`src/rtl/wcr_map.vh`:
```
// register map, field positions, reset values and timing counts of the watchdog block
// assumes: included by the watchdog design files only
`ifndef WCR_MAP_VH
`define WCR_MAP_VH
`define WCR_OFF_CONTROL    12'h000
`define WCR_OFF_SERVICE    12'h004
`define WCR_OFF_AUXCTL     12'h008
`define WCR_OFF_IRQ_STAT   12'h00C
`define WCR_OFF_IRQ_MASK   12'h010
`define WCR_CTL_CLE        7
`define WCR_CTL_CLL        6
`define WCR_CTL_FCL        5
`define WCR_CTL_FWD        4
`define WCR_CTL_SUP        3
`define WCR_CTL_RATE_HI    2
`define WCR_CTL_RATE_LO    0
`define WCR_AUX_HALT       0
`define WCR_AUX_BYP        1
`define WCR_IRQ_WDT        0
`define WCR_IRQ_CLK        1
`define WCR_IRQ_KEY        2
`define WCR_RST_CONTROL    8'h00
`define WCR_RST_AUXCTL     2'h0
`define WCR_RST_IRQ_MASK   3'h0
`define WCR_KEY_FIRST      8'h55
`define WCR_KEY_SECOND     8'hAA
`define WCR_SERVICE_READ   8'h00
`define WCR_PRE_EXP        13
`define WCR_BYP_EXP        2
`define WCR_CLK_PERIOD_PS  4000
`define WCR_LOSS_TIME_NS   2
`define WCR_LOSS_TIME_UNIT 1000
`define WCR_LOSS_CYC       ((`WCR_LOSS_TIME_NS * `WCR_LOSS_TIME_UNIT * 1000 + `WCR_CLK_PERIOD_PS - 1) / `WCR_CLK_PERIOD_PS)
`endif

```
`src/rtl/wcr_clkmon.v`:
```
// clock-loss monitor: counts bus cycles between edges of the watched clock
// assumes: watched clock arrives asynchronous; bus clock runs independently of it
`timescale 1ns/1ps
`include "wcr_map.vh"
module wcr_clkmon #(
   parameter LOSS_CYC = `WCR_LOSS_CYC,
   parameter CW       = 12
) (
   input  wire pclk,
   input  wire presetn,
   input  wire mon_clk,
   output reg  loss_q
);
   reg          s1_q;
   reg          s2_q;
   reg          s3_q;
   reg [CW-1:0] cnt_q;
   wire         edge_seen = s2_q ^ s3_q;

   // no edge within the delay flags loss; runs on bus clock only  [RULE16]
   always @(posedge pclk or negedge presetn) begin
      if (!presetn) begin
         s1_q   <= 1'b0;
         s2_q   <= 1'b0;
         s3_q   <= 1'b0;
         cnt_q  <= {CW{1'b0}};
         loss_q <= 1'b0;
      end else begin
         s1_q <= mon_clk;
         s2_q <= s1_q;
         s3_q <= s2_q;
         if (edge_seen) begin
            cnt_q  <= {CW{1'b0}};
            loss_q <= 1'b0;
         end else if (cnt_q == LOSS_CYC[CW-1:0] - 1'b1) begin
            loss_q <= 1'b1;
         end else begin
            cnt_q <= cnt_q + 1'b1;
         end
      end
   end
endmodule // wcr_clkmon

```
`src/rtl/wcr_top.v`:
```
// watchdog timer with clock-loss reset, APB register slave
// assumes: special_mode, wait_mode and mon_clk are asynchronous pins
// Operation
// RULE1: clock-loss enable 0 means monitor off; 1 means lost clock starts a reset
// RULE2: while the lock bit is set, the enable bit is ignored
// RULE3: lock bit write-once in normal mode, free in special; set keeps monitor on
// RULE4: lock 0 follows enable; lock 1 always resets on lost clock
// RULE5: software clears enable before stop and keeps lock at zero then
// RULE6: force clock-loss reset works if monitor on; special mode writes only
// RULE7: force watchdog reset works if watchdog on; special mode writes only
// RULE8: suppress blocks every reset and both force bits; special mode writes only
// RULE9: watchdog ticks from bus clock divided by two to the thirteenth
// RULE10: special-mode bypass keeps only two stages of the fixed prescaler
// RULE11: rate code 0 off, codes 1..7 divide by 2^13,15,17,19,21,22,23
// RULE12: rate field write-once in normal mode, any time in special mode
// RULE13: software writes first key then second key before each timeout
// RULE14: any other service value resets at once; service reads zero; the code resets on it only while the rate code is nonzero
// RULE15: reaching the timeout without a finished key pair resets the system
// RULE16: lost clock means no edges within a delay, timed by the bus clock
// RULE17: halt bit stops the watchdog in wait mode; clear keeps it running
// RULE18: second key after first key restarts the count; alone it does not
// RULE19: write-once fields take only the first write after reset in normal mode
//
// Added by the designer: the APB slave port and the register offsets.
`timescale 1ns/1ps
`include "wcr_map.vh"
module wcr_top #(
   parameter PRE_EXP  = `WCR_PRE_EXP,
   parameter LOSS_CYC = `WCR_LOSS_CYC
) (
   input  wire        pclk,
   input  wire        presetn,
   input  wire        psel,
   input  wire        penable,
   input  wire        pwrite,
   input  wire [11:0] paddr,
   input  wire [31:0] pwdata,
   output reg  [31:0] prdata,
   output reg         pready,
   output reg         pslverr,
   input  wire        special_mode,
   input  wire        wait_mode,
   input  wire        mon_clk,
   output reg         wdt_reset,
   output reg         clk_loss_reset,
   output reg         irq
);
   localparam KEY_IDLE  = 1'b0;
   localparam KEY_ARMED = 1'b1;
   localparam CNT_W     = 24;
   localparam [7:0] RST_CTL = `WCR_RST_CONTROL;
   localparam [4:0] PRE_E5  = PRE_EXP;
   localparam [4:0] BYP_E5  = `WCR_BYP_EXP;

   reg             spec_s1_q;
   reg             spec_q;
   reg             wait_s1_q;
   reg             wait_q;
   reg             cle_q;
   reg             cll_q;
   reg             sup_q;
   reg  [2:0]      rate_q;
   reg             cll_wr_q;
   reg             rate_wr_q;
   reg             halt_q;
   reg             byp_q;
   reg  [2:0]      irq_stat_q;
   reg  [2:0]      irq_mask_q;
   reg             key_st_q;
   reg  [CNT_W-1:0] cnt_q;
   wire            loss;

   // extra exponent added by each rate code  [RULE11]
   function [4:0] rate_exp;
      input [2:0] code;
      begin
         case (code)
            3'h1:    rate_exp = 5'd0;
            3'h2:    rate_exp = 5'd2;
            3'h3:    rate_exp = 5'd4;
            3'h4:    rate_exp = 5'd6;
            3'h5:    rate_exp = 5'd8;
            3'h6:    rate_exp = 5'd9;
            3'h7:    rate_exp = 5'd10;
            default: rate_exp = 5'd0;
         endcase
      end
   endfunction

   // register index decode, shared by read and write paths
   function [2:0] reg_sel;
      input [11:0] a;
      begin
         case (a)
            `WCR_OFF_CONTROL:  reg_sel = 3'h1;
            `WCR_OFF_SERVICE:  reg_sel = 3'h2;
            `WCR_OFF_AUXCTL:   reg_sel = 3'h3;
            `WCR_OFF_IRQ_STAT: reg_sel = 3'h4;
            `WCR_OFF_IRQ_MASK: reg_sel = 3'h5;
            default:           reg_sel = 3'h0;
         endcase
      end
   endfunction

   // pin synchronisers
   always @(posedge pclk or negedge presetn) begin
      if (!presetn) begin
         spec_s1_q <= 1'b0;
         spec_q    <= 1'b0;
         wait_s1_q <= 1'b0;
         wait_q    <= 1'b0;
      end else begin
         spec_s1_q <= special_mode;
         spec_q    <= spec_s1_q;
         wait_s1_q <= wait_mode;
         wait_q    <= wait_s1_q;
      end
   end

   wcr_clkmon #(
      .LOSS_CYC (LOSS_CYC),
      .CW       (16)
   ) u_clkmon (
      .pclk    (pclk),
      .presetn (presetn),
      .mon_clk (mon_clk),
      .loss_q  (loss)
   );

   // bus access decode
   wire        acc_first = psel & penable & ~pready;
   wire        acc_done  = psel & penable & pready;
   wire [2:0]  sel       = reg_sel(paddr);
   wire        wr        = acc_done & pwrite;
   wire        wr_ctl    = wr & (sel == 3'h1);
   wire        wr_svc    = wr & (sel == 3'h2);
   wire        wr_aux    = wr & (sel == 3'h3);
   wire        wr_mask   = wr & (sel == 3'h5);
   wire        rd_stat   = acc_first & ~pwrite & (sel == 3'h4);
   wire [7:0]  wd        = pwdata[7:0];

   // monitor and watchdog enables
   wire mon_on = cll_q | cle_q;                                     // [RULE2] [RULE4] [RULE1]
   wire wdt_on = (rate_q != 3'h0);                                  // [RULE11]

   // force bits act only on a special-mode write  [RULE6] [RULE7]
   wire force_clk = wr_ctl & spec_q & wd[`WCR_CTL_FCL];
   wire force_wdt = wr_ctl & spec_q & wd[`WCR_CTL_FWD];

   // timeout count: prescaler plus rate division, bypass in special mode
   wire [4:0]       pre_e   = (byp_q & spec_q) ? BYP_E5 : PRE_E5;   // [RULE10] [RULE9]
   wire [4:0]       tot_e   = pre_e + rate_exp(rate_q);
   wire [CNT_W-1:0] limit   = ({{(CNT_W-1){1'b0}}, 1'b1} << tot_e) - 1'b1;
   wire             tmo     = wdt_on & (cnt_q == limit);            // [RULE15]
   wire             key_ok  = (wd == `WCR_KEY_FIRST) | (wd == `WCR_KEY_SECOND);
   wire             bad_key = wr_svc & wdt_on & ~key_ok;            // [RULE14]
   wire             restart = wr_svc & (wd == `WCR_KEY_SECOND) & (key_st_q == KEY_ARMED);
   wire             halted  = halt_q & wait_q;                      // [RULE17]

   // reset sources, all gated by suppress  [RULE8]
   wire wdt_ev = tmo | bad_key | (force_wdt & wdt_on);
   wire clk_ev = mon_on & (loss | force_clk);

   // control register with write-once fields
   always @(posedge pclk or negedge presetn) begin
      if (!presetn) begin
         cle_q     <= RST_CTL[`WCR_CTL_CLE];
         cll_q     <= 1'b0;
         sup_q     <= 1'b0;
         rate_q    <= 3'h0;
         cll_wr_q  <= 1'b0;
         rate_wr_q <= 1'b0;
      end else if (wr_ctl) begin
         cle_q <= wd[`WCR_CTL_CLE];
         if (spec_q | ~cll_wr_q) begin                               // [RULE3] [RULE19]
            cll_q    <= wd[`WCR_CTL_CLL];
            cll_wr_q <= 1'b1;
         end
         if (spec_q | ~rate_wr_q) begin                              // [RULE12] [RULE19]
            rate_q    <= wd[`WCR_CTL_RATE_HI:`WCR_CTL_RATE_LO];
            rate_wr_q <= 1'b1;
         end
         if (spec_q) begin                                           // [RULE8]
            sup_q <= wd[`WCR_CTL_SUP];
         end
      end
   end

   // auxiliary control: halt in wait, bypass for test
   always @(posedge pclk or negedge presetn) begin
      if (!presetn) begin
         halt_q <= 1'b0;
         byp_q  <= 1'b0;
      end else if (wr_aux) begin
         halt_q <= wd[`WCR_AUX_HALT];                                 // [RULE17]
         if (spec_q) begin                                           // [RULE10]
            byp_q <= wd[`WCR_AUX_BYP];
         end
      end
   end

   // key sequence tracker  [RULE18]
   always @(posedge pclk or negedge presetn) begin
      if (!presetn) begin
         key_st_q <= KEY_IDLE;
      end else if (wr_svc) begin
         case (key_st_q)
            KEY_IDLE:  key_st_q <= (wd == `WCR_KEY_FIRST) ? KEY_ARMED : KEY_IDLE;
            KEY_ARMED: key_st_q <= (wd == `WCR_KEY_FIRST) ? KEY_ARMED : KEY_IDLE;
            default:   key_st_q <= KEY_IDLE;
         endcase
      end
   end

   // timeout counter, restarted by a completed key pair  [RULE18] [RULE9]
   always @(posedge pclk or negedge presetn) begin
      if (!presetn) begin
         cnt_q <= {CNT_W{1'b0}};
      end else if (restart | ~wdt_on | tmo) begin
         cnt_q <= {CNT_W{1'b0}};
      end else if (!halted) begin
         cnt_q <= cnt_q + 1'b1;
      end
   end

   // reset outputs, one-cycle pulses  [RULE15] [RULE14] [RULE1] [RULE8]
   always @(posedge pclk or negedge presetn) begin
      if (!presetn) begin
         wdt_reset      <= 1'b0;
         clk_loss_reset <= 1'b0;
      end else begin
         wdt_reset      <= wdt_ev & ~sup_q;
         clk_loss_reset <= clk_ev & ~sup_q & ~clk_loss_reset;
      end
   end

   // interrupt status: sticky, read clears, a new event wins over the clear
   wire [2:0] ev_vec;
   assign ev_vec[`WCR_IRQ_WDT] = tmo;
   assign ev_vec[`WCR_IRQ_CLK] = clk_ev & ~clk_loss_reset;
   assign ev_vec[`WCR_IRQ_KEY] = bad_key;

   always @(posedge pclk or negedge presetn) begin
      if (!presetn) begin
         irq_stat_q <= 3'h0;
         irq_mask_q <= `WCR_RST_IRQ_MASK;
         irq        <= 1'b0;
      end else begin
         irq_stat_q <= (rd_stat ? 3'h0 : irq_stat_q) | ev_vec;
         if (wr_mask) begin
            irq_mask_q <= wd[2:0];
         end
         irq <= |(((rd_stat ? 3'h0 : irq_stat_q) | ev_vec) & (wr_mask ? wd[2:0] : irq_mask_q));
      end
   end

   // read mux
   reg [31:0] rd_d;
   always @* begin
      rd_d = 32'h0000_0000;
      case (sel)
         3'h1:    rd_d = {24'h00_0000, cle_q, cll_q, 1'b0, 1'b0, sup_q, rate_q};
         3'h2:    rd_d = {24'h00_0000, `WCR_SERVICE_READ};          // [RULE14]
         3'h3:    rd_d = {30'h0000_0000, byp_q, halt_q};
         3'h4:    rd_d = {29'h0000_0000, irq_stat_q};
         3'h5:    rd_d = {29'h0000_0000, irq_mask_q};
         default: rd_d = 32'h0000_0000;
      endcase
   end

   // APB slave: one wait state, data and error registered
   always @(posedge pclk or negedge presetn) begin
      if (!presetn) begin
         pready  <= 1'b0;
         pslverr <= 1'b0;
         prdata  <= 32'h0000_0000;
      end else begin
         pready  <= acc_first;
         pslverr <= acc_first & (sel == 3'h0);
         if (acc_first & ~pwrite) begin
            prdata <= rd_d;
         end
      end
   end
endmodule // wcr_top

```
`config.mk`:
```
export PLATFORM = sky130hd
export DESIGN_NAME = wcr_top
export DESIGN_NICKNAME = d
export VERILOG_FILES = /design/src/rtl/wcr_clkmon.v /design/src/rtl/wcr_top.v
export VERILOG_INCLUDE_DIRS = /design/src /design/src/rtl
export SDC_FILE = /design/constraint.sdc
export NUM_CORES = 1
export LEC_CHECK = 0
export CAP_MARGIN = 20
export CORE_UTILIZATION = 65
export DETAILED_ROUTE_END_ITERATION = 10
export DONT_BUFFER_PORTS = 1
export GPL_ROUTABILITY_DRIVEN = 1
export PLACE_DENSITY = 0.81
export SLEW_MARGIN = 10
export SYNTH_ARGS = -nofsm -noshare
export SYNTH_HDL_FRONTEND = slang
export SYNTH_SLANG_ARGS = --single-unit
```
`constraint.sdc`:
```
create_clock -name pclk -period 8.2 [get_ports pclk]
set_clock_uncertainty 0.05 [all_clocks]
set_input_delay 0.41 -clock pclk [delete_from_list [all_inputs] [get_ports pclk]]
set_output_delay 0.41 -clock pclk [all_outputs]
set_load 0.02 [all_outputs]
```
==> flow_metrics.py, run 1 <==
metrics = {
    "synth": {
        "synth_common_cells": "dfrtp_1 (76), nand2_1 (72), nor2_1 (54)",
        "synth_flop_cell": "dfrtp_1",
        "ys_seq_area_share_pct": 36.5,
        "synth_area_per_cell_sq_um": 8.67,
        "netlist_instances": 601,
        "ys_seq_elements": 76,
        "post-synth-top-area-fraction_pct": 36.5,
        "ys_top_cells_by_area": "dfrtp_1 (36%), xor2_1 (5.4%), nand2_1 (5.2%), buf_4 (4.3%), nor2_1 (3.9%)",
        "yosysMostFrequentCell": "dfrtp_1",
        "synth_edf_count": 0,
        "synth_cell_type_count": 77,
        "async_flop_share_pct": 100,
        "netlist_area_sq_mm": 0.00521,
        "synth_top_area_cell": "dfrtp_1",
        "ys_warn_count": 0,
    },
    "die": {
        "floorplan.initialDensity_pct": 67.5,
        "ios": 89,
        "die_h_microns": 91.6,
        "die_x_microns": 91.6,
        "core_sq_mm": 0.00773,
        "die-area_sq_mm": 0.00838,
        "fp-row-count": 32,
    },
    "power_and_ir_drop": {
        "power.leakage_uw": 0.00224,
        "sw_frac_of_total_pct": 22.5,
        "vdd_drop_max_v": 0.000151,
        "clkPwrFrac_pct": 45.8,
        "internal_power_uw": 597,
        "comb_power_share_pct": 4.3,
        "cellPowerDensity_mw_per_mm2": 142,
        "finalPower_uw": 771,
        "switchingPower_uw": 174,
        "p_seq_share_pct": 49.9,
    },
    "layout": {
        "nets": 654,
        "layout-drive-gt1-share_pct": 8.18,
        "antennaDiodeCount": 0,
        "fin_cells": 701,
        "fillers": 596,
        "area_growth_pct": 4.20,
        "postLayoutCellArea_sq_mm": 0.00543,
    },
    "cts": {
        "cts_tree": "yes",
        "cts_buffer_depth": 2,
        "cts_root_buf": "clkbuf_8",
        "insertion_delay_ns": 0.36,
        "cts_sinks": 76,
        "cts_resized": 0,
        "post-cts-setup-buffers": 0,
        "cts_buffers": 9,
        "hold_buffers": 2,
        "htreeDepth": 3,
        "clkTransAtPathRegs_ns": 0.08,
    },
    "sta": {
        "setup_tns_ns": 0,
        "slew_headroom_pct": 35.6,
        "fmax_mhz": 176,
        "final-hold-violation-count": 0,
        "tightest_slew_ns": 0.963,
        "setup_viol_count_final": 0,
        "worst_slack_ns": 2.52,
        "finalCritPeriodShare_pct": 69.3,
        "rsz0062_at_grt": "false",
        "min_period_ns": 5.68,
        "slew_violations": 0,
    },
    "detailed_routing": {
        "wl_mm": 11.7,
        "final_antenna_net_count": 0,
        "avgViaCountPerCell": 6.35,
        "drtIter0Drc": 278,
        "wire_per_inst_microns": 16.6,
        "firstDrtPassIters": 5,
        "via_count": 4454,
        "drcViolationCount": 0,
    },
    "critical_path": {
        "critPathMaxFanout": 23,
        "required_ns": 8.38,
        "worstPathCellList": "nand2_1 -> ha_1 -> inv_1 -> fa_1 -> nor2b_1 -> nor4b_4 -> a21o_1 -> nand3_1 -> ha_1 -> xnor2_1 -> nand2_1 -> a221o_1 -> or4_1 -> nor3_1 -> nand4_1 -> nor4_4 -> buf_4 -> nor3_1",
        "worst_setup_path_end_kind": "flop",
        "startpoint_type": "flop",
        "crit_path_max_incr_delay_ns": 0.53,
        "cp_slowest_cell": "nor2b_1",
        "worstPathArrival_ns": 5.86,
        "cp_top_family": "simple AND/OR/NAND/NOR gates",
        "cp_num_buf_inv": 2,
        "critPathKind": "reg2reg",
    },
    "grt": {
        "overflow": 0,
        "antenna_found_initial": 0,
        "grt_pass1_vias": 4216,
        "grt_max_degree": 77,
        "grt_use_total_pct": 29.4,
        "grt_pass1_wl_mm": 19.6,
    },
    "place": {
        "io_buffers": 0,
        "place.gp.congestion": 0.929,
        "dp_cells": 682,
        "hpwl_mm": 8.35,
        "pre_cts_ws_ns": 2.63,
        "dpl_cell_area_sq_mm": 0.00514,
    },
    "outcome": {
        "status": "finished clean",
    },
    "flow_run": {
        "max-cap-violations": 0,
    },
    "min_path": {
        "holdCritPathClass": "in2reg",
    },
}
## state kept, by name, summed over array words and instances, names as in the netlist, 3 cells and up
name            flops
prdata              6
irq_mask_q          3
rate_q              3
irq_stat_q          3
cnt_q              24
u_clkmon.cnt_q     16
## per-layer routing
metal | vias up | wire length [microns] | GRT usage [%]
li1 | 2091 | - | -
met1 | 2132 | 5090 | 38.8
met2 | 199 | 5600 | 46.8
met3 | 32 | 693 | 5.78
met4 | 0 | 281 | 13.0
met5 | - | 0 | 0
## power groups by stage
stage	sequential (uW)	combinational [uW]	clock (uW)
CTS	384	33.1	357
global route	385	37.9	373
detailed placement	392	23.7	0
finish	384	33.4	353
floorplan	391	31.9	0
global placement	392	23.3	0
## through the flow
stage	hold WS [ns]	util, %
finish	0.0340	70.3
global route	0.0118	70.3
CTS	0.0209	70.2
detailed placement	0.0661	66.5
global placement	0.0663	66.5
floorplan	0.0644	-
## worst register-to-register path, cell delays in order, from the launching register on
cell and delay [ns]:
dfrtp_1 0.48, nand2_1 0.25, ha_1 0.28, inv_1 0.07
fa_1 0.52, nor2b_1 0.54, nor4b_4 0.15, a21o_1 0.31
nand3_1 0.15, ha_1 0.44, xnor2_1 0.21, nand2_1 0.09
a221o_1 0.30, or4_1 0.44, nor3_1 0.23, nand4_1 0.17
nor4_4 0.41, buf_4 0.35, nor3_1 0.12
## cells in the final DEF (no fill, tap or decap), types with 3 or more instances in the layout
master	Yosys	final
ha_1	7	7
xor2_1	32	32
dfrtp_1	76	76
nor3_1	39	39
or2_2	5	5
or4_1	6	6
a221oi_1	5	5
buf_4	30	3
inv_1	16	16
clkbuf_8	0	10
nor2_1	54	54
a21o_1	4	4
nand4_1	12	12
nand2b_1	7	7
o21ai_1	3	3
o22ai_1	3	3
o21a_1	5	5
nand3_1	26	26
nor4b_1	3	3
a31oi_1	6	6
a21oi_1	16	16
or3_1	7	7
mux2i_1	7	7
a22oi_1	3	3
mux2_2	9	9
nor4_1	7	7
o31ai_1	3	3
nor2_2	4	4
nor2b_1	5	5
xnor2_1	21	21
nand2_1	72	72
o211ai_1	5	5
conb_1	1	26
and3_1	8	8
bufinv_16	0	3
nor4bb_1	4	4
o21ai_0	25	25
a211oi_1	6	6
## worst paths after layout
| check | from | end | slack [ns] | depth (start not counted) |
|---|---|---|---|---|
| setup / recovery | spec_q | cnt_q[9] | 2.52 | 18 |
| hold / removal | mon_clk | u_clkmon.s1_q | 0.03 | 0 |
| setup reg to reg | spec_q | cnt_q[9] | 2.52 | 18 |
| hold reg to reg | spec_s1_q | spec_q | 0.30 | 0 |
| max in group asynchronous | presetn | cnt_q[5] | 7.25 | 2 |
| min in group asynchronous | presetn | cnt_q[14] | 0.54 | 2 |
## cell families (layout without fill, tap and decap cells)
family,count (synthesis),in the layout,share of synthesized area [%]
buffers and inverters,65,38,7.20
adder cells (fa/ha/maj),8,8,2.06
AND/OR/NAND/NOR,272,272,26.6
AO/OA/AOI/OAI,108,108,14.8
other,1,26,0.0719
XOR/XNOR,54,54,9.22
flip-flops,76,76,36.5
multiplexers,17,17,3.55
## final cells by class
cell class	instances	area, sq um	share of cell area (%)
Multi-Input combinational cell	485	3030	55.8
Sequential cell	76	1900	35.0
Clock inverter	6	111	2.05
Tap cell	102	128	2.35
Timing Repair Buffer	5	60.1	1.11
Inverter	17	63.8	1.17
Clock buffer	10	138	2.53
No activity file was read; power rests on OpenSTA's default activity.
==> inputs of run 2 (changes only) <==
--- a/config.mk
+++ b/config.mk
@@ -7,11 +7,11 @@
 export NUM_CORES = 1
 export LEC_CHECK = 0
 export CAP_MARGIN = 20
-export CORE_UTILIZATION = 65
+export CORE_UTILIZATION = 58
 export DETAILED_ROUTE_END_ITERATION = 10
 export DONT_BUFFER_PORTS = 1
 export GPL_ROUTABILITY_DRIVEN = 1
-export PLACE_DENSITY = 0.81
+export PLACE_DENSITY = 0.76
 export SLEW_MARGIN = 10
 export SYNTH_ARGS = -nofsm -noshare
 export SYNTH_HDL_FRONTEND = slang
==> constraint.sdc (replaced) <==
create_clock -name pclk -period 4.75 [get_ports pclk]
set_clock_uncertainty 0.05 [all_clocks]
set_input_delay 0.2375 -clock pclk [delete_from_list [all_inputs] [get_ports pclk]]
set_output_delay 0.2375 -clock pclk [all_outputs]
set_load 0.02 [all_outputs]
==> run 2 against run 1 <==
  * Register-to-register slack worse by 2.4 ns
  * Critical path depth up 2
  * Clock-buffer cell count down 1
  * Power up 58%
  * Sequential power up 73%
  * First-iteration DRC count down 9.4%
  * Highest routed layer unchanged
  * Utilization down 3.9 points
  * Critical path type unchanged
==> flow_metrics.py, run 2 (same netlist as run 1, synthesis figures left out) <==
metrics = {
    "layout": {
        "fillers": 741,
        "fin_cells": 744,
        "largestRegisters": "cnt_q: 24 flops, u_clkmon.cnt_q: 16 flops, prdata: 6 flops",
        "nets": 692,
        "mostFrequentLayoutCells": "dfrtp_1 (76), nand2_1 (72), nor2_1 (53), nor3_1 (39), xor2_1 (30)",
        "postLayoutCellArea_sq_mm": 0.00579,
        "antennaDiodeCount": 0,
        "layout-drive-gt1-share_pct": 13.8,
        "largest_register_ff_count": 24,
        "largest_register": "cnt_q",
        "layout_commonest_cell": "dfrtp_1",
        "area_growth_pct": 11.1,
    },
    "critical_path": {
        "worst_setup_path_end_kind": "flop",
        "worstPathArrival_ns": 4.84,
        "cp_slowest_cell": "or4_1",
        "required_ns": 4.98,
        "cp_top_family": "simple AND/OR/NAND/NOR gates",
        "startpoint_type": "flop",
        "cp_num_buf_inv": 3,
        "cp_common_cell": "nand3_1",
        "crit_path_max_incr_delay_ns": 0.46,
        "worstPathCellList": "nand2b_1 -> nand3_1 -> o21a_1 -> inv_1 -> ha_1 -> a21o_4 -> a21oi_2 -> a21o_1 -> nand3_1 -> ha_2 -> xnor2_1 -> nand2_1 -> a221o_1 -> or4_1 -> nor3_1 -> nand4_1 -> nor4_4 -> buf_4 -> buf_12 -> o21ba_2",
        "critPathMaxFanout": 13,
        "cp_num_cells": 20,
        "critPathKind": "reg2reg",
        "r2r_cells": 20,
    },
    "grt": {
        "grt_max_degree": 77,
        "overflow": 0,
        "antenna_found_initial": 0,
        "grt_pass1_vias": 4364,
        "grt_pass1_wl_mm": 20.9,
        "grt_use_total_pct": 27.1,
    },
    "min_path": {
        "holdCritPathClass": "in2reg",
        "hold_depth": 2,
    },
    "cts": {
        "cts_buffer_depth": 2,
        "clkTransAtPathRegs_ns": 0.08,
        "cts_root_buf": "clkbuf_8",
        "cts_sinks": 76,
        "cts_buffers": 9,
        "insertion_delay_ns": 0.35,
        "cts_tree": "yes",
        "htreeDepth": 3,
    },
    "detailed_routing": {
        "avgViaCountPerCell": 6.06,
        "drtIter0Drc": 252,
        "wl_mm": 12.6,
        "firstDrtPassIters": 5,
        "final_antenna_net_count": 0,
        "wire_per_inst_microns": 16.9,
        "via_count": 4507,
        "drcViolationCount": 0,
    },
    "sta": {
        "setup_viol_count_final": 0,
        "tightest_slew_ns": 0.742,
        "final-hold-violation-count": 0,
        "setup_tns_ns": 0,
        "finalCritPeriodShare_pct": 97.0,
        "slew_violations": 0,
        "slew_headroom_pct": 50.5,
        "min_period_ns": 4.61,
        "fmax_mhz": 217,
    },
    "place": {
        "io_buffers": 0,
        "hpwl_mm": 8.90,
        "place.gp.congestion": 0.944,
        "dpl_cell_area_sq_mm": 0.00531,
        "dp_cells": 708,
    },
    "power_and_ir_drop": {
        "vdd_drop_max_v": 0.000237,
        "internal_power_uw": 919,
        "power.leakage_uw": 0.00241,
        "switchingPower_uw": 299,
        "cellPowerDensity_mw_per_mm2": 210,
        "comb_power_share_pct": 5.4,
        "sw_frac_of_total_pct": 24.5,
        "p_seq_share_pct": 54.5,
        "clkPwrFrac_pct": 40.1,
    },
    "die": {
        "ios": 89,
        "floorplan.initialDensity_pct": 59.8,
        "die-area_sq_mm": 0.00937,
        "die_h_microns": 96.8,
        "die_x_microns": 96.8,
        "fp-row-count": 34,
        "core_sq_mm": 0.00872,
    },
    "outcome": {
        "status": "finished clean",
    },
    "flow_run": {
        "max-cap-violations": 0,
    },
}
[run 2: stage by stage]
stage	total power (uW)	hold slack, ns	worst slack, ns	util (%)
2_1_floorplan	730	-0.108	0.0615	-
4_1_cts	1230	0.00274	0.0560	64.7
3_3_place_gp	717	-0.107	0.221	60.9
5_1_grt	1260	0.0285	-0.117	66.4
6_report	1220	0.0175	0.143	66.4
3_5_place_dp	719	-0.107	0.0940	60.9
[run 2: area by class of cell]
class                   instances  area (sq um)  area share, %
clock inverters                 6          70.1           1.21
flip-flops and latches         76          1900           32.9
repair buffers                 43           400           6.92
multi-input cells             485          3090           53.4
well taps                     108           135           2.33
inverters                      17          63.8           1.10
clock buffers                   9           124           2.14
[run 2: path summary, 6_finish.rpt]
path / from / end / slack (ns)
max: rate_q[0] / wdt_reset / 0.14
min: psel / pready / 0.02
max reg2reg: rate_q[0] / wdt_reset / 0.14
min reg2reg: wait_s1_q / wait_q / 0.30
max in group asynchronous: presetn / cnt_q[4] / 3.94
min in group asynchronous: presetn / cnt_q[13] / 0.44
[run 2: power groups by stage]
stage	Clock [uW]	Combinational (uW)	Sequential [uW]
global placement	0	41.3	675
CTS	498	66.3	663
global route	519	74.3	665
floorplan	0	55.1	675
detailed placement	0	42.7	676
finish	488	66.2	664
[run 2: worst reg2reg max path, stage by stage, from the launching register on]
cell and delay, ns:
dfrtp_1 0.44, nand2b_1 0.21, nand3_1 0.11, o21a_1 0.17
inv_1 0.06, ha_1 0.34, a21o_4 0.27, a21oi_2 0.22
a21o_1 0.18, nand3_1 0.10, ha_2 0.23, xnor2_1 0.25
nand2_1 0.10, a221o_1 0.30, or4_1 0.46, nor3_1 0.22
nand4_1 0.17, nor4_4 0.16, buf_4 0.19, buf_12 0.15
o21ba_2 0.16
[run 2: metal layers]
layer / part of all wire, % / wire length (microns) / track usage, %
met1: 44 / 5590 / 37.1
met2: 49 / 6130 / 43.6
met3: 5.0 / 634 / 4.55
met4: 2.0 / 249 / 9.41
met5: 0 / 0 / 0
[run 2: what timing repair did]
item | CTS | global route
endpoints found under the hold margin | 90 | 0
resized for setup | 0 | 16
setup endpoints to repair | 0 | 26
hold buffers | 12 | 0
buffers inserted | 0 | 8
